==> src/hdl/asrc_pkg.sv <==
// package of constants for the standby and data-ready control block
package asrc_pkg;
    localparam int          CLK_HZ           = 50_000_000;
    localparam int          SETTLE_PERIODS   = 3;
    localparam int          READY_PULSE_CLKS = 500;
    localparam logic [31:0] RATE_DIV_RST     = 32'h000F_4240;
    localparam int          CNT_W            = 32;
    localparam logic [15:0] DATA_RST         = 16'h0000;
    localparam logic [31:0] MCLK_1M_HZ       = 32'h000F_4240;
    localparam logic [31:0] MCLK_2M4575_HZ   = 32'h0025_7F7C;
    localparam logic [7:0]  GAIN_BOOST_MAX   = 8'h04;
endpackage : asrc_pkg

==> src/hdl/asrc_boost.sv <==
// current boost selection from operating conditions
`timescale 1ns/10ps
`default_nettype none
module asrc_boost (
    input  wire logic        clk_i,
    input  wire logic        reset_n_i,
    input  wire logic [31:0] mclk_hz_i,
    input  wire logic [7:0]  gain_i,
    output logic             boost_o
);
    typedef struct packed {
        logic boost;
    } asrc_boost_state_type;

    asrc_boost_state_type st_r;
    asrc_boost_state_type st_nxt;

    always_comb begin
        st_nxt = st_r;
        st_nxt.boost = 1'b1;
        if (mclk_hz_i == asrc_pkg::MCLK_1M_HZ) begin
            st_nxt.boost = 1'b0;
        end else if (mclk_hz_i == asrc_pkg::MCLK_2M4575_HZ &&
                     gain_i <= asrc_pkg::GAIN_BOOST_MAX) begin
            st_nxt.boost = 1'b0;
        end
    end

    always_ff @(posedge clk_i or negedge reset_n_i) begin
        if (!reset_n_i) begin
            st_r <= '0;
        end else begin
            st_r <= st_nxt;
        end
    end

    assign boost_o = st_r.boost;

    property p_boost_off_1m;
        @(posedge clk_i) disable iff (!reset_n_i)
        (mclk_hz_i == asrc_pkg::MCLK_1M_HZ) |=> !boost_o;
    endproperty
    a_boost_off_1m: assert property (p_boost_off_1m) else $error("boost on at 1 MHz");
endmodule : asrc_boost
`default_nettype wire

==> src/hdl/asrc_standby_ctrl.sv <==
// standby control and data-ready sequencing for the converter core
`timescale 1ns/10ps
`default_nettype none
module asrc_standby_ctrl #(
    parameter logic [31:0] RATE_DIV = asrc_pkg::RATE_DIV_RST,
    parameter int          PULSE    = asrc_pkg::READY_PULSE_CLKS
) (
    input  wire logic        clk_i,
    input  wire logic        reset_n_i,
    input  wire logic        power_down_bit_i,
    input  wire logic        result_valid_i,
    input  wire logic [15:0] result_i,
    input  wire logic        read_done_i,
    input  wire logic [31:0] mclk_hz_i,
    input  wire logic [7:0]  gain_i,
    output logic             data_ready_n_o,
    output logic [15:0]      data_o,
    output logic             converting_o,
    output logic             mclk_run_o,
    output logic             boost_o
);
    // ----------------------------------------------------------------
    // state
    // ----------------------------------------------------------------
    typedef enum logic [1:0] {ST_RUN, ST_DOWN, ST_SETTLE} asrc_mode_type;

    typedef struct packed {
        asrc_mode_type              mode;
        logic [asrc_pkg::CNT_W-1:0] cnt;
        logic [1:0]                 per;
        logic [15:0]                pulse;
        logic                       ready_n;
        logic [15:0]                data;
        logic                       run;
        logic                       clk_run;
    } asrc_state_type;

    asrc_state_type st_r;
    asrc_state_type st_nxt;
    logic           load;

    // ----------------------------------------------------------------
    // next state
    // ----------------------------------------------------------------
    always_comb begin
        st_nxt = st_r;
        load   = 1'b0;
        unique case (st_r.mode)
            ST_RUN: begin
                if (power_down_bit_i) begin
                    st_nxt.mode = ST_DOWN;
                end else if (result_valid_i) begin
                    load = 1'b1;
                end
            end
            ST_DOWN: begin
                // everything held; only a read of the pending word acts
                if (!power_down_bit_i) begin
                    st_nxt.mode = ST_SETTLE;
                    st_nxt.cnt  = '0;
                    st_nxt.per  = '0;
                end
            end
            ST_SETTLE: begin
                if (power_down_bit_i) begin
                    st_nxt.mode = ST_DOWN;
                end else if (st_r.cnt == RATE_DIV - 32'h1) begin
                    st_nxt.cnt = '0;
                    if (st_r.per == 2'(asrc_pkg::SETTLE_PERIODS - 1)) begin
                        load        = 1'b1;
                        st_nxt.mode = ST_RUN;
                    end else begin
                        st_nxt.per = st_r.per + 2'h1;
                    end
                end else begin
                    st_nxt.cnt = st_r.cnt + 32'h1;
                end
            end
        endcase
        // pulse freezes in power-down so only a read moves the ready line in standby
        if (st_r.pulse != 16'h0000 && st_r.mode != ST_DOWN) begin
            st_nxt.pulse = st_r.pulse - 16'h0001;
            if (st_r.pulse == 16'h0001) begin
                st_nxt.ready_n = 1'b0;
            end
        end
        if (read_done_i) begin
            st_nxt.ready_n = 1'b1;
        end
        // load comes last so a same-cycle read loses to a new word
        if (load) begin
            st_nxt.data = result_i;
            if (!st_r.ready_n) begin
                st_nxt.ready_n = 1'b1;
                st_nxt.pulse   = 16'(PULSE);
            end else begin
                st_nxt.ready_n = 1'b0;
                st_nxt.pulse   = '0;
            end
        end
        // outputs registered from the next state, no decode after the flops
        st_nxt.run     = (st_nxt.mode == ST_RUN);
        st_nxt.clk_run = 1'b1; // oscillator is never gated by standby
    end

    always_ff @(posedge clk_i or negedge reset_n_i) begin
        if (!reset_n_i) begin
            st_r.mode    <= ST_RUN;
            st_r.cnt     <= '0;
            st_r.per     <= '0;
            st_r.pulse   <= '0;
            st_r.ready_n <= 1'b1;
            st_r.data    <= asrc_pkg::DATA_RST;
            st_r.run     <= 1'b1;
            st_r.clk_run <= 1'b1;
        end else begin
            st_r <= st_nxt;
        end
    end

    // ----------------------------------------------------------------
    // outputs
    // ----------------------------------------------------------------
    assign data_ready_n_o = st_r.ready_n;
    assign data_o         = st_r.data;
    assign converting_o   = st_r.run;
    assign mclk_run_o     = st_r.clk_run;

    asrc_boost u_boost (
        .clk_i     (clk_i),
        .reset_n_i (reset_n_i),
        .mclk_hz_i (mclk_hz_i),
        .gain_i    (gain_i),
        .boost_o   (boost_o)
    );

    // ----------------------------------------------------------------
    // checks
    // ----------------------------------------------------------------
    property p_hold_data;
        @(posedge clk_i) disable iff (!reset_n_i)
        (st_r.mode == ST_DOWN) |=> $stable(data_o);
    endproperty
    a_hold_data: assert property (p_hold_data) else $error("data changed in power-down");

    property p_no_result_down;
        @(posedge clk_i) disable iff (!reset_n_i)
        (st_r.mode == ST_DOWN && !read_done_i) |=> $stable(data_ready_n_o);
    endproperty
    a_no_result_down: assert property (p_no_result_down) else $error("ready moved in power-down");

    property p_enter_keeps;
        @(posedge clk_i) disable iff (!reset_n_i)
        (st_r.mode == ST_RUN && power_down_bit_i && !read_done_i && st_r.pulse == 16'h0000)
        |=> $stable(data_ready_n_o);
    endproperty
    a_enter_keeps: assert property (p_enter_keeps) else $error("entry moved ready");

    property p_read_sets;
        @(posedge clk_i) disable iff (!reset_n_i)
        (read_done_i && !load) |=> data_ready_n_o;
    endproperty
    a_read_sets: assert property (p_read_sets) else $error("read did not raise ready");

    property p_settle_load;
        @(posedge clk_i) disable iff (!reset_n_i)
        (st_r.mode == ST_SETTLE && !power_down_bit_i && st_r.cnt == RATE_DIV - 32'h1 &&
         st_r.per == 2'(asrc_pkg::SETTLE_PERIODS - 1))
        |=> (converting_o && data_o == $past(result_i));
    endproperty
    a_settle_load: assert property (p_settle_load) else $error("settle end lost");

    property p_pulse_high;
        @(posedge clk_i) disable iff (!reset_n_i)
        (load && !st_r.ready_n) |=> data_ready_n_o;
    endproperty
    a_pulse_high: assert property (p_pulse_high) else $error("update did not raise ready");

    property p_high_load_low;
        @(posedge clk_i) disable iff (!reset_n_i)
        (load && st_r.ready_n && !read_done_i) |=> !data_ready_n_o;
    endproperty
    a_high_load_low: assert property (p_high_load_low) else $error("new word not flagged");

    property p_mclk;
        @(posedge clk_i) disable iff (!reset_n_i)
        power_down_bit_i |-> mclk_run_o;
    endproperty
    a_mclk: assert property (p_mclk) else $error("clock stopped");

    // no early word while the settle count still runs
    property p_settle_quiet;
        @(posedge clk_i) disable iff (!reset_n_i)
        (st_r.mode == ST_SETTLE &&
         !(st_r.cnt == RATE_DIV - 32'h1 && st_r.per == 2'(asrc_pkg::SETTLE_PERIODS - 1)))
        |=> $stable(data_o);
    endproperty
    a_settle_quiet: assert property (p_settle_quiet) else $error("word before settle end");

    property p_down_idle;
        @(posedge clk_i) disable iff (!reset_n_i)
        (st_r.mode == ST_DOWN) |=> !converting_o;
    endproperty
    a_down_idle: assert property (p_down_idle) else $error("converting in power-down");

    property p_pulse_hold;
        @(posedge clk_i) disable iff (!reset_n_i)
        (st_r.pulse > 16'h0001 && !load) |=> data_ready_n_o;
    endproperty
    a_pulse_hold: assert property (p_pulse_hold) else $error("ready pulse cut short");

    property p_pulse_end;
        @(posedge clk_i) disable iff (!reset_n_i)
        (st_r.pulse == 16'h0001 && st_r.mode != ST_DOWN && !read_done_i && !load)
        |=> !data_ready_n_o;
    endproperty
    a_pulse_end: assert property (p_pulse_end) else $error("ready not low after pulse");
endmodule : asrc_standby_ctrl
`default_nettype wire

==> config.mk <==
export PLATFORM = sky130hd
export DESIGN_NAME = asrc_standby_ctrl
export DESIGN_NICKNAME = d
export VERILOG_FILES = /design/src/hdl/asrc_pkg.sv /design/src/hdl/asrc_boost.sv /design/src/hdl/asrc_standby_ctrl.sv
export SDC_FILE = /design/constraint.sdc
export NUM_CORES = 1
export LEC_CHECK = 0
export BUFFER_PORTS_ARGS = -buffer_cell sky130_fd_sc_hd__buf_2
export CAP_MARGIN = 30
export CORE_MARGIN = 5
export CORE_UTILIZATION = 57
export CTS_CLUSTER_SIZE = 14
export DETAILED_ROUTE_END_ITERATION = 16
export PLACE_DENSITY = 0.92
export SETUP_SLACK_MARGIN = 0.4
export SLEW_MARGIN = 15
export SYNTH_ARGS = -nofsm -noshare
export SYNTH_HDL_FRONTEND = slang
export SYNTH_HIERARCHICAL = 1
export SYNTH_SLANG_ARGS = --single-unit
==> constraint.sdc <==
create_clock -name clk_i -period 3.8 [get_ports clk_i]
set_clock_uncertainty 0.2 [all_clocks]
set_input_delay 0.76 -clock clk_i [delete_from_list [all_inputs] [get_ports clk_i]]
set_output_delay 0.76 -clock clk_i [all_outputs]
set_load 0.1 [all_outputs]
After elaboration in Yosys (flattened, before gate mapping):

Cells that the tools add are included.

* flip-flop bits (word level): 71
* input port bits: 61
* output and inout port bits: 20
* logic and storage cells: 60

* add/sub/neg operators: 3
* $lt $le $gt $ge: 1
* equality and inequality tests: 12
* multiplexer cells: 24
* reduce and logical (&&, ||, !) cells: 12

Operator list (number)
* $pmux W34 S2: 1
* $eq A32 B20 Y1 const B: 2
* $mux W36: 1
* $mux W34: 1
* $mux W33: 1
* $add A32 B1 Y32 const B: 1
* $eq A32 B22 Y1 const B: 1
* $mux W32: 1
* $mux W17: 1
* $eq A16 B1 Y1 const B: 1
* $reduce_bool A16 Y1: 1
* $sub A16 B1 Y16 const B: 1
* $mux W2: 6
* $mux W10: 1
* $mux W1: 9
* $le A8 B3 Y1 const B: 1
* $ne A2 B2 Y1 const B: 4
* $pmux W2 S3: 1
* $reduce_bool A3 Y1: 2
* $reduce_and A5 Y1: 1
* $eq A2 B2 Y1 const B: 2
* $logic_not A2 Y1: 2
* $reduce_bool A2 Y1: 2
* $reduce_and A3 Y1: 1
* 6 further kinds: 7

Logic depth before layout (Yosys ltp):

Gate-level depths: netlist of run 1.

* depth in word-level cells: 7
* gate-level depth with buffers: 9
* depth with buffers taken out: 7

Cells and area by module:

The synthesis of run 1 kept the hierarchy.

By module, submodules not included
* asrc_standby_ctrl: times used 1, cells an instance 426, area an instance 3921.3 um^2, seq. area each 1754.2 um^2
* asrc_boost: times used 1, cells an instance 23, area an instance 160.2 um^2, seq. area each 25.0 um^2

Least setup slack after synthesis of run 1:

No wires, ideal clock.

* kind: input to register
* from: input power_down_bit_i
* to: register st_r[66] (netlist bit)
* setup time: 0.121 ns
* arrival: 1.939 ns
* required time: 3.479 ns
* path slack: 1.539 ns
* stages: 6
* buffers on the path: 1
* cell sequence: clkbuf_1 o21ba_2 nand4_2 nor4_2 xnor2_1 nor2_1

* cells in the longest elaborated chain, start to end: 2
* elaborated cells between the ends (all ways): 3
* classes of those cells: eq/ne (2); reduce/logical (1)

RTL lines
* start, declared: line asrc_standby_ctrl.sv:10 `input wire logic power_down_bit_i,`
* $ne A2 B2 Y1 (no source line)
* $reduce_and A3 Y1 (no source line) *
* end signal, assigned: line asrc_standby_ctrl.sv:117 `st_r <= st_nxt;`
* end, declared: line asrc_standby_ctrl.sv:38 `asrc_state_type st_r;`

Mark *: on every way between the ends. The rest lies on a longest branch, timed or not.
A chain may end at the register's enable or synchronous reset.

Worst setup path in the final report of run 1:

* from: register st_r[43] (netlist bit)
* to: register st_r[26] (netlist bit)

* cells in the longest elaborated chain, start to end: 5
* elaborated cells between the ends (all ways): 6
* classes of those cells: eq/ne (1); mux (4); reduce/logical (1)

RTL lines
* $eq A32 B20 Y1 *: line asrc_standby_ctrl.sv:67 `end else if (st_r.cnt == RATE_DIV - 32'h1) begin`
* $mux W1 *: line asrc_standby_ctrl.sv:67
* $mux W1 *: line asrc_standby_ctrl.sv:65 `if (power_down_bit_i) begin`
* $pmux W1 S2 *: line asrc_standby_ctrl.sv:48 `unique case (st_r.mode)`
* $mux W33 or $reduce_bool A2 Y1 (tied branches)

Marked as above.

==> summary.md, run 1 <==
| Metric | Value |
|---|---|
| Outcome | finished, final reports clean |
| Syn Inst Count | 449 |
| Initial Util | 0.594 |
| Unrepaired setup endpoints after global routing | false |
| Power Dens Cells | 676 nW/um^2 |
| GRT met1 Usage | 0.261 |
| Crit path cell chain | nor4b_1 > nand4_1 > o31ai_4 > buf_4 > and2_1 > a31oi_1 |
| Commonest non-fill, non-tap cell in the layout | buf_2 |
| Iteration-0 DRC Markers | 211 |
| Final WL | 9.02 mm |
| Fin. max-slew vios | 0 |
| IO Port Bufs | 79 |
| Non-Filler Instances | 605 |
| Routability cong. | 0.914 |
| Highest Clock Rate | 0.391 GHz |
| WP data required | 3780 ps |
| DP Cell Count | 589 |
| Worst EP arrival | 2540 ps |
| Sink Count | 71 |
| Crit path kind | flop to flop |
| Clock latency on the worst-skew pair | 340 ps |
| Routed wire length per instance | 14.9 um |
| Crit Path Max Fanout | 27 |
| HP Class | flop to flop |
| Post-DP HPWL | 6.74 mm |
| Layout area overhead | 11.1% |
| Hold slack | 274 ps |
| Critical path's slowest cell | dfrtp_1 |
| TritonCTS clock tree | built |
| Switching power total | 1560 uW |
| Mapped Area | 4080 sq um |
| Clock slew at reported path FFs | 70 ps |
| Setup violators final | 0 |
| Residual DRC | 0 |
| Sw frac | 0.509 |
| Combinational share of power | 0.485 |
| H-tree levels | 3 |
| Pin count of the biggest net entering global routing | 36 |
| Synth Net Count | 517 |
| M2 GR Usage | 0.382 |
| Row count | 30 |
| Synth Register Bits | 71 |
| Synthesis warning total | 6 |
| Clock Tree Root | clkbuf_8 |
| First-pass GRT wire length | 15.6 mm |
| Initial DRT Pass Iterations | 4 |
| R2R Setup Slk | 1240 ps |
| Library cells used by synthesis | 57 |
| Internal Power | 1510 uW |
| CTS Buf Count | 9 |
| Asr flop ratio synth | 1.00 |
| Leakage | 0.00200 uW |
| Core Box Area | 6870 sq um |
| Slew @ Worst Pin | 858 ps |
| Clk buf depth | 2 |
| CP peak stage delay | 450 ps |
| Sequential share of the synthesized area | 0.436 |
| Flop pwr share | 0.344 |
| Via/cell ratio | 5.75 |
| CTS resizes | 0 |
| Critical path startpoint category | flop |
| Diodes inserted | 0 |
| Die X | 94.6 um |
| Final net count | 572 |
| Layout cells sized above 1 | 0.218 |
| Ys flop type | dfrtp_1 |
| Vias in the first global route | 3554 |
| Syn_area_per_cell | 9.09 sq um |
| Max VDD drop | 0.268 mV |
| CP Capture Type | flop |
| Cts hold-fix bufs | 0 |
| Power Total | 3070 uW |
| Routed Antenna Nets | 0 |
| Post-CTS Setup Repair Bufs | 0 |
| Total Negative Setup Slacks | 0 ps |
| Remaining Overflow, GRT | 0 |
| I/O pin cnt | 81 |
| Die ar. | 8950 sq um |
| Final worst slack | 1240 ps |
| Fin crit share | 0.674 |
| GRT busiest layer | met2 |
| DP Worst Slack | 1110 ps |
| Clock power frac | 0.170 |
| Post-route minimum period | 2560 ps |
| Maxcap violations | 0 |
| Commonest cells after routing, fill and taps aside | 79 x buf_2, 69 x dfrtp_1, 64 x nand2_1, 54 x nor2_1, 21 x nand4_1 |
| Met3 Usage GRT | 0.0422 |
| Via count | 3477 |
| Buffer and inverter count on the worst path | 1 |
| Post-synth EDFFs | 0 |
| Relative slew slack | 0.428 |
| Total track usage | 0.218 |
| Delay-heaviest family, CP | simple AND/OR/NAND/NOR gates |
| Die Y | 94.6 um |
| Initial antenna violation count | 0 |
| Hold Vio Cnt, Final | 0 |
final cells by class:
type                            count  area (sq um)
Clock buffer                       13           149
Clock inverter                      3          20.0
Fill cell                         546          2330
Inverter                           10          37.5
Multi-Input combinational cell    330          2010
Sequential cell                    71          1780
Tap cell                           96           120
Timing Repair Buffer               82           418
power groups by stage:
stage	registers [uW]	logic, uW	clock network [uW]
global placement	1050	1450	0
floorplan	1110	1310	0
global route	1080	1590	571
CTS	1050	1490	538
finish	1060	1490	523
detailed placement	1070	1490	0
kinds of logic (layout without fill, tap and decap cells):
group | Yosys count | in the layout | share of synthesized area
AOI/OAI and AO/OA | 46 | 46 | 0.0825
muxes | 2 | 2 | 0.00491
buffers and inverters | 48 | 108 | 0.0714
xor gates and xnor gates | 37 | 37 | 0.0794
adders and majority gates | 7 | 7 | 0.0215
other | 1 | 1 | 0.000919
DFF | 71 | 71 | 0.436
and+or+nand+nor | 237 | 237 | 0.303
Yosys cell counts (6+ instances only):
library cell,n,share of area
inv_1,10,0.0092
nor3_1,19,0.023
buf_4,21,0.039
a31oi_1,8,0.012
nand4_1,21,0.032
dfrtp_1,69,0.42
clkbuf_1,6,0.0055
o21ai_0,8,0.0098
a21oi_1,8,0.0098
buf_2,8,0.0098
nor2_1,54,0.050
xnor2_1,20,0.043
nor4_1,16,0.025
nand3_1,17,0.021
xor2_1,17,0.036
nand2_1,64,0.059
ha_1,7,0.021
sequential cells by signal (all words and copies together) (netlist names):
| name | flops |
|---|---|
| st_r | 52 |
| data_ready_n_o | 1 |
| data_o | 16 |
| u_boost/boost_o | 1 |
| converting_o | 1 |
tightest hold or removal path, stage by stage, from the launching register on:
cell	delay (ps)
dfrtp_1	340
nand2_1	50
nand2_1	60
path summary, 6_finish.rpt:
check / from / to / cells past startpoint
max in group asynchronous: reset_n_i / st_r[49]$_DFFE_PN0P_ / 2
setup / recovery: st_r[43]$_DFFE_PN0P_ / st_r[26]$_DFFE_PN0P_ / 6
setup reg to reg: st_r[43]$_DFFE_PN0P_ / st_r[26]$_DFFE_PN0P_ / 6
hold reg to reg: data_o[4]$_DFFE_PN0P_ / data_o[4]$_DFFE_PN0P_ / 2
hold / removal: data_o[4]$_DFFE_PN0P_ / data_o[4]$_DFFE_PN0P_ / 2
min in group asynchronous: reset_n_i / st_r[24]$_DFFE_PN0P_ / 1
metrics by stage:
step | cell area [sq um] | utilization
2_1_floorplan | 4080 | -
3_3_place_gp | 4370 | 0.636
3_5_place_dp | 4370 | 0.636
4_1_cts | 4530 | 0.660
5_1_grt | 4530 | 0.660
6_report | 4530 | 0.660
per-layer routing:
metal  share of wire  routed length, um
met1            0.42               3750
met2            0.50               4520
met3           0.067                603
met4           0.017                149
met5               0                  0
Power figures use the tool's default switching activity.
==> inputs of run 2 (changes only) <==
--- a/config.mk
+++ b/config.mk
@@ -8,10 +8,10 @@
 export BUFFER_PORTS_ARGS = -buffer_cell sky130_fd_sc_hd__buf_2
 export CAP_MARGIN = 30
 export CORE_MARGIN = 5
-export CORE_UTILIZATION = 57
+export CORE_UTILIZATION = 56
 export CTS_CLUSTER_SIZE = 14
 export DETAILED_ROUTE_END_ITERATION = 16
-export PLACE_DENSITY = 0.92
+export PLACE_DENSITY = 0.91
 export SETUP_SLACK_MARGIN = 0.4
 export SLEW_MARGIN = 15
 export SYNTH_ARGS = -nofsm -noshare
==> constraint.sdc (replaced) <==
create_clock -name clk_i -period 2.6 [get_ports clk_i]
set_clock_uncertainty 0.2 [all_clocks]
set_input_delay 0.52 -clock clk_i [delete_from_list [all_inputs] [get_ports clk_i]]
set_output_delay 0.52 -clock clk_i [all_outputs]
set_load 0.1 [all_outputs]
==> run 2 against run 1 <==
  * Largest power group unchanged
  * Power rose by 54%
  * Combinational power rose by 53%
  * Critical endpoint is now converting_o$_DFF_PN1_
  * Clock power rose by 71%
==> summary.md, run 2 (synthesis results as in run 1) <==
| Metric | Value |
|---|---|
| Outcome | finished, final reports clean |
| Core Box Area | 7180 sq um (+4.5%) |
| Initial Util | 0.569 (-0.0254) |
| Post-route minimum period | 2240 ps (-318 ps) |
| Final net count | 578 (+1.0%) |
| Remaining Overflow, GRT | 0 (unchanged) |
| DP Worst Slack | 281 ps (-824 ps) |
| Hold Vio Cnt, Final | 0 (unchanged) |
| Highest Clock Rate | 0.446 GHz (+14%) |
| Layout area overhead | 16.2% |
| Initial DRT Pass Iterations | 4 (unchanged) |
| Setup violators final | 0 (unchanged) |
| Unrepaired setup endpoints after global routing | true |
| Clock latency on the worst-skew pair | 340 ps (about the same) |
| CTS Buf Count | 9 (unchanged) |
| TritonCTS clock tree | built |
| Critical path's slowest cell | dfrtp_1 |
| I/O pin cnt | 81 (unchanged) |
| Die X | 95.4 um (+0.79%) |
| Crit path cell chain | nor4bb_1 > nand4_1 > o21a_2 > o32a_4 > nor2_2 |
| R2R Setup Slk | 360 ps (-880 ps) |
| Routability cong. | 0.903 (-1.2%) |
| Via/cell ratio | 5.85 (+1.8%) |
| Fin. max-slew vios | 0 (unchanged) |
| Diodes inserted | 0 (unchanged) |
| Post-DP HPWL | 6.83 mm (+1.3%) |
| Pin count of the biggest net entering global routing | 48 (+33%) |
| Clock slew at reported path FFs | 80 ps (about the same) |
| Final WL | 9.47 mm (+4.9%) |
| Worst EP arrival | 2320 ps (-220 ps) |
| Routed Antenna Nets | 0 (unchanged) |
| Vias in the first global route | 3521 (-0.93%) |
| CP Launch Point | st_r[47]$_DFFE_PN0P_ |
| Top reg by flops | st_r |
| H-tree levels | 3 (unchanged) |
| Hold slack | 160 ps (-113 ps) |
| Reg2Reg Launch Point | st_r[47]$_DFFE_PN0P_ |
| Commonest non-fill, non-tap cell in the layout | buf_2 |
| IO Port Bufs | 79 (unchanged) |
| Power Dens Cells | 998 nW/um^2 (+48%) |
| First-pass GRT wire length | 15.6 mm (about the same) |
| Critical path startpoint category | flop |
| Crit path capture | converting_o$_DFF_PN1_ |
| Slew @ Worst Pin | 593 ps (-265 ps) |
| Clock Tree Root | clkbuf_8 |
| Maxcap violations | 0 (unchanged) |
| Reg2reg path depth | 5 (-1) |
| Max reg flops | 52 (unchanged) |
| Delay-heaviest family, CP | simple AND/OR/NAND/NOR gates |
| Critical Path Stages | 5 (-1) |
| Total track usage | 0.214 (-0.00372) |
| Routed wire length per instance | 15.4 um (+3.4%) |
| Die ar. | 9100 sq um (+1.6%) |
| Clk buf depth | 2 (unchanged) |
| Core Util, Final | 0.661 (+0.000745) |
| CP Capture Type | flop |
| Crit path kind | flop to flop |
| Layout cells sized above 1 | 0.260 (+0.0421) |
| Residual DRC | 0 (unchanged) |
| Die Y | 95.4 um (+0.79%) |
| CP peak stage delay | 470 ps (+20 ps) |
| Via count | 3592 (+3.3%) |
| DP Cell Count | 595 (+1.0%) |
| WP data required | 2680 ps (-1100 ps) |
| Sink Count | 71 (unchanged) |
| Initial antenna violation count | 0 (unchanged) |
| FF-to-FF End | converting_o$_DFF_PN1_ |
| Total Negative Setup Slacks | 0 ps (unchanged) |
| Crit Path Max Fanout | 11 (-59%) |
| Buffer and inverter count on the worst path | 0 (-1) |
| Fin crit share | 0.862 (+0.189) |
| Iteration-0 DRC Markers | 192 (-9.0%) |
| Non-Filler Instances | 614 (+1.5%) |
| Fillers | 557 (+2.0%) |
| Leakage | 0.00212 uW (+6.2%) |
| Commonest cells after routing, fill and taps aside | 79 x buf_2, 68 x dfrtp_1, 64 x nand2_1, 52 x nor2_1, 21 x nand4_1 |
| Max VDD drop | 0.354 mV (+32%) |
| Row count | 31 (+3.3%) |
| Final worst slack | 358 ps (-882 ps) |
| HP Class | primary input to flop |
| Relative slew slack | 0.605 (+0.176) |
## run 2: how the worst min path moves through the flow
stage / startpoint / endpoint / cells after the start
4_1_cts: result_i[7] / data_o[7]$_DFFE_PN0P_ / 3
2_1_floorplan: reset_n_i / data_o[0]$_DFFE_PN0P_ / 0
6_report: result_i[7] / data_o[7]$_DFFE_PN0P_ / 3
5_1_grt: result_i[7] / data_o[7]$_DFFE_PN0P_ / 3
3_5_place_dp: data_o[9]$_DFFE_PN0P_ / data_o[9]$_DFFE_PN0P_ / 2
3_3_place_gp: data_o[0]$_DFFE_PN0P_ / data_o[0]$_DFFE_PN0P_ / 2
## run 2: area by class of cell
| type | count | area (sq um) | share of cell area |
|---|---|---|---|
| clock buffers | 10 | 138 | 0.0290 |
| clock inverters | 6 | 67.6 | 0.0142 |
| inverters | 10 | 37.5 | 0.00792 |
| multi-input cells | 330 | 2110 | 0.446 |
| flip-flops and latches | 71 | 1780 | 0.375 |
| well taps | 99 | 124 | 0.0261 |
| repair buffers | 88 | 482 | 0.102 |
## run 2: power breakdown
part	switching, uW	leakage (uW)	internal, uW
sequential	200	0.000930	1360
combinational	1750	0.00110	532
clock	422	0.0000989	472
## run 2: per-layer routing
| layer | GRT usage | share of wire |
|---|---|---|
| met5 | 0 | 0 |
| met4 | 0.0711 | 0.014 |
| met3 | 0.0616 | 0.079 |
| met2 | 0.383 | 0.52 |
| met1 | 0.246 | 0.39 |
## run 2: worst reg2reg max path: stages, from the launching register on
cell      delay [ps]
dfrtp_1          470
nor4bb_1         410
nand4_1          270
o21a_2           370
o32a_4           380
nor2_2            80
## run 2: per-stage QoR
stage                     total power (uW)  cell area [sq um]
after detailed placement              3790               4400
after floorplan                       3530               4080
after global routing                  4990               4740
after global placement                3690               4400
final                                 4730               4740
after CTS                             4720               4650
## run 2: what timing repair did
action / 4_1_cts / 5_1_grt
hold buffers: 1 / 0
resized for setup: 6 / 18
buffers inserted: 0 / 2
pin swaps: 0 / 0
setup endpoints to repair: 27 / 56
endpoints found under the hold margin: 23 / 0
==> inputs of run 3 (changes only) <==
--- a/config.mk
+++ b/config.mk
@@ -8,10 +8,10 @@
 export BUFFER_PORTS_ARGS = -buffer_cell sky130_fd_sc_hd__buf_2
 export CAP_MARGIN = 30
 export CORE_MARGIN = 5
-export CORE_UTILIZATION = 56
+export CORE_UTILIZATION = 45
 export CTS_CLUSTER_SIZE = 14
 export DETAILED_ROUTE_END_ITERATION = 16
-export PLACE_DENSITY = 0.91
+export PLACE_DENSITY = 0.77
 export SETUP_SLACK_MARGIN = 0.4
 export SLEW_MARGIN = 15
 export SYNTH_ARGS = -nofsm -noshare
==> constraint.sdc (replaced) <==
create_clock -name clk_i -period 2.7 [get_ports clk_i]
set_clock_uncertainty 0.2 [all_clocks]
set_input_delay 0.54 -clock clk_i [delete_from_list [all_inputs] [get_ports clk_i]]
set_output_delay 0.54 -clock clk_i [all_outputs]
set_load 0.1 [all_outputs]
==> run 3 against run 2 <==
  * Final cell count increased by 0.98%
  * Largest cell class unchanged
  * Final area decreased by 1.7%
  * Core utilization decreased by 13 points
  * Sequential share of layout area increased by 0.61 points
  * First-iteration DRC count increased by 19%
  * Critical path depth increased by 2
  * Power decreased by 6.0%
  * Sequential power decreased by 4%
  * Clock-buffer cell count decreased by 1
  * Fmax increased by 4.0%
==> summary.md, run 3 (synthesis results as in run 1) <==
| Metric | Value |
|---|---|
| Leakage | 0.00208 uW (-2.3%) |
| Fin crit share | 0.798 (-0.0642) |
| CP Capture Type | flop |
| Fin. max-slew vios | 0 (unchanged) |
| Flop pwr share | 0.334 (+0.004) |
| Routed Antenna Nets | 0 (unchanged) |
| Max VDD drop | 0.491 mV (+39%) |
| Worst EP arrival | 2190 ps (-130 ps) |
| Final net count | 575 (-0.52%) |
| Layout cells sized above 1 | 0.244 (-0.0161) |
| Layout area overhead | 14.3% |
| Sw frac | 0.501 (+0.000858) |
| Routed wl met3 | 619 um (-17%) |
| Clock Tree Root | clkbuf_8 |
| Fillers | 825 (+48%) |
| Critical path startpoint category | flop |
| HP Class | primary input to flop |
| Routed length on met2 | 4.49 mm (-8.0%) |
| First-pass GRT wire length | 15.6 mm (+0.18%) |
| Remaining Overflow, GRT | 0 (unchanged) |
| WP data required | 2740 ps (+60 ps) |
| H-tree levels | 3 (unchanged) |
| Residual DRC | 0 (unchanged) |
| Total track usage | 0.167 (-0.0475) |
| Combinational share of power | 0.477 (-0.004) |
| Via count | 3413 (-5.0%) |
| Post-route minimum period | 2160 ps (-87.1 ps) |
| Metal-1 WL | 3.97 mm (+7.4%) |
| Total Negative Setup Slacks | 0 ps (unchanged) |
| Highest Clock Rate | 0.464 GHz (+4.0%) |
| Clock latency on the worst-skew pair | 350 ps (about the same) |
| Clk buf depth | 2 (unchanged) |
| Clock power frac | 0.189 (about the same) |
| Maxcap violations | 0 (unchanged) |
| Hold slack | 166 ps (+5.75 ps) |
| I/O pin cnt | 81 (unchanged) |
| Vias in the first global route | 3430 (-2.6%) |
| Relative slew slack | 0.596 (-0.00896) |
| Sink Count | 71 (unchanged) |
| Slew @ Worst Pin | 606 ps (+13.4 ps) |
| Initial antenna violation count | 0 (unchanged) |
| Clock slew at reported path FFs | 90 ps (about the same) |
| Via/cell ratio | 5.50 (-5.9%) |
| Uppermost routed layer | met4 |
| Diodes inserted | 0 (unchanged) |
| Row count | 34 (+9.7%) |
| Commonest non-fill, non-tap cell in the layout | buf_2 |
| Routability cong. | 0.912 (+1.0%) |
| Internal Power | 2220 uW (-6.2%) |
| Crit Path Max Fanout | 9 (-2) |
| Setup violators final | 0 (unchanged) |
| CP Launch Point | st_r[70]$_DFF_PN0_ |
| Crit path kind | flop to flop |
| Switching power total | 2230 uW (-5.9%) |
| Pin count of the biggest net entering global routing | 47 (-2.1%) |
| Commonest cells after routing, fill and taps aside | 79 x buf_2, 69 x dfrtp_1, 64 x nand2_1, 54 x nor2_1, 21 x nand4_1 |
| IO Port Bufs | 79 (unchanged) |
| Die X | 105 um (+10%) |
| Outcome | finished, final reports clean |
| Final WL | 9.19 mm (-2.9%) |
| Reg2Reg Launch Point | st_r[70]$_DFF_PN0_ |
| CTS Buf Count | 9 (unchanged) |
| Iteration-0 DRC Markers | 228 (+19%) |
| Power Dens Cells | 954 nW/um^2 (-4.4%) |
| Core Box Area | 8760 sq um (+22%) |
| Initial Util | 0.466 (-0.103) |
| Initial DRT Pass Iterations | 5 (+1) |
| Hold Vio Cnt, Final | 0 (unchanged) |
| Unrepaired setup endpoints after global routing | false |
| Die Y | 105 um (+10%) |
| Max reg flops | 52 (unchanged) |
| Top reg by flops | st_r |
| HP Start | result_i[15] |
| Post-DP HPWL | 6.72 mm (-1.6%) |
| Routed wire length per instance | 14.8 um (-3.8%) |
| Die ar. | 11100 sq um (+22%) |
| TritonCTS clock tree | built |
## run 3: cell count changes in the layout (fill, tap and decap cells not counted), moves of 2 or more
cell	delta
nor4_4	-3
buf_4	-3
nor2_1	+2
clkinv_2	+2
nor2_2	-2
nor4_2	+2
## run 3: power groups by stage
stage | Clock, uW | Sequential, uW | Combinational, uW
final | 839 | 1490 | 2120
after global routing | 917 | 1530 | 2270
after CTS | 871 | 1480 | 2120
after detailed placement | 0 | 1510 | 2110
after global placement | 0 | 1490 | 2060
after floorplan | 0 | 1560 | 1840
## run 3: worst paths after layout
kind | end | slack, ps | cells past startpoint
worst max-delay path | st_r[30]$_DFFE_PN0P_ | 540 | 7
max in group asynchronous | data_ready_n_o$_DFFE_PN1P_ | 1090 | 3
worst max register to register | st_r[30]$_DFFE_PN0P_ | 540 | 7
worst min register to register | data_o[14]$_DFFE_PN0P_ | 280 | 2
worst min-delay path | data_o[15]$_DFFE_PN0P_ | 170 | 3
min in group asynchronous | st_r[21]$_DFFE_PN0P_ | 520 | 2
## run 3: cell type report
| class | instances | area [sq um] | share of cell area |
|---|---|---|---|
| multi-input combinational | 330 | 2060 | 0.441 |
| clock buffer | 9 | 124 | 0.0266 |
| tap | 108 | 135 | 0.0290 |
| sequential | 71 | 1780 | 0.382 |
| inverter | 10 | 37.5 | 0.00805 |
| timing repair buffer | 85 | 459 | 0.0985 |
| clock inverter | 7 | 70.1 | 0.0150 |
## run 3: worst max-delay path, cell delays in order, from the launching register on
cell      delay, ps
dfrtp_1         400
inv_1            80
ha_2            230
or3_1           490
nor3_2          270
nand4b_1        160
xor2_1          160
nor2_1           60
## run 3: what timing repair did
action | CTS | global route
pin swaps | 0 | 0
hold endpoints to repair | 4 | 0
buffers inserted | 0 | 1
hold buffers | 1 | 0
setup endpoints to repair | 3 | 43
resized for setup | 1 | 12
## run 3: stage by stage
stage	setup WS (ps)	util	area [sq um]	std cells	total power, uW
floorplan	633	-	4080	449	3400
global placement	443	0.502	4400	602	3560
detailed placement	383	0.502	4400	602	3620
CTS	405	0.526	4610	619	4470
global route	411	0.532	4660	620	4720
finish	545	0.532	4660	620	4450
## run 3: per-layer routing
| metal | up-vias | track usage |
|---|---|---|
| met5 | - | 0 |
| met4 | 0 | 0.0511 |
| met3 | 15 | 0.0483 |
| met2 | 122 | 0.277 |
| met1 | 1602 | 0.210 |
| li1 | 1674 | - |
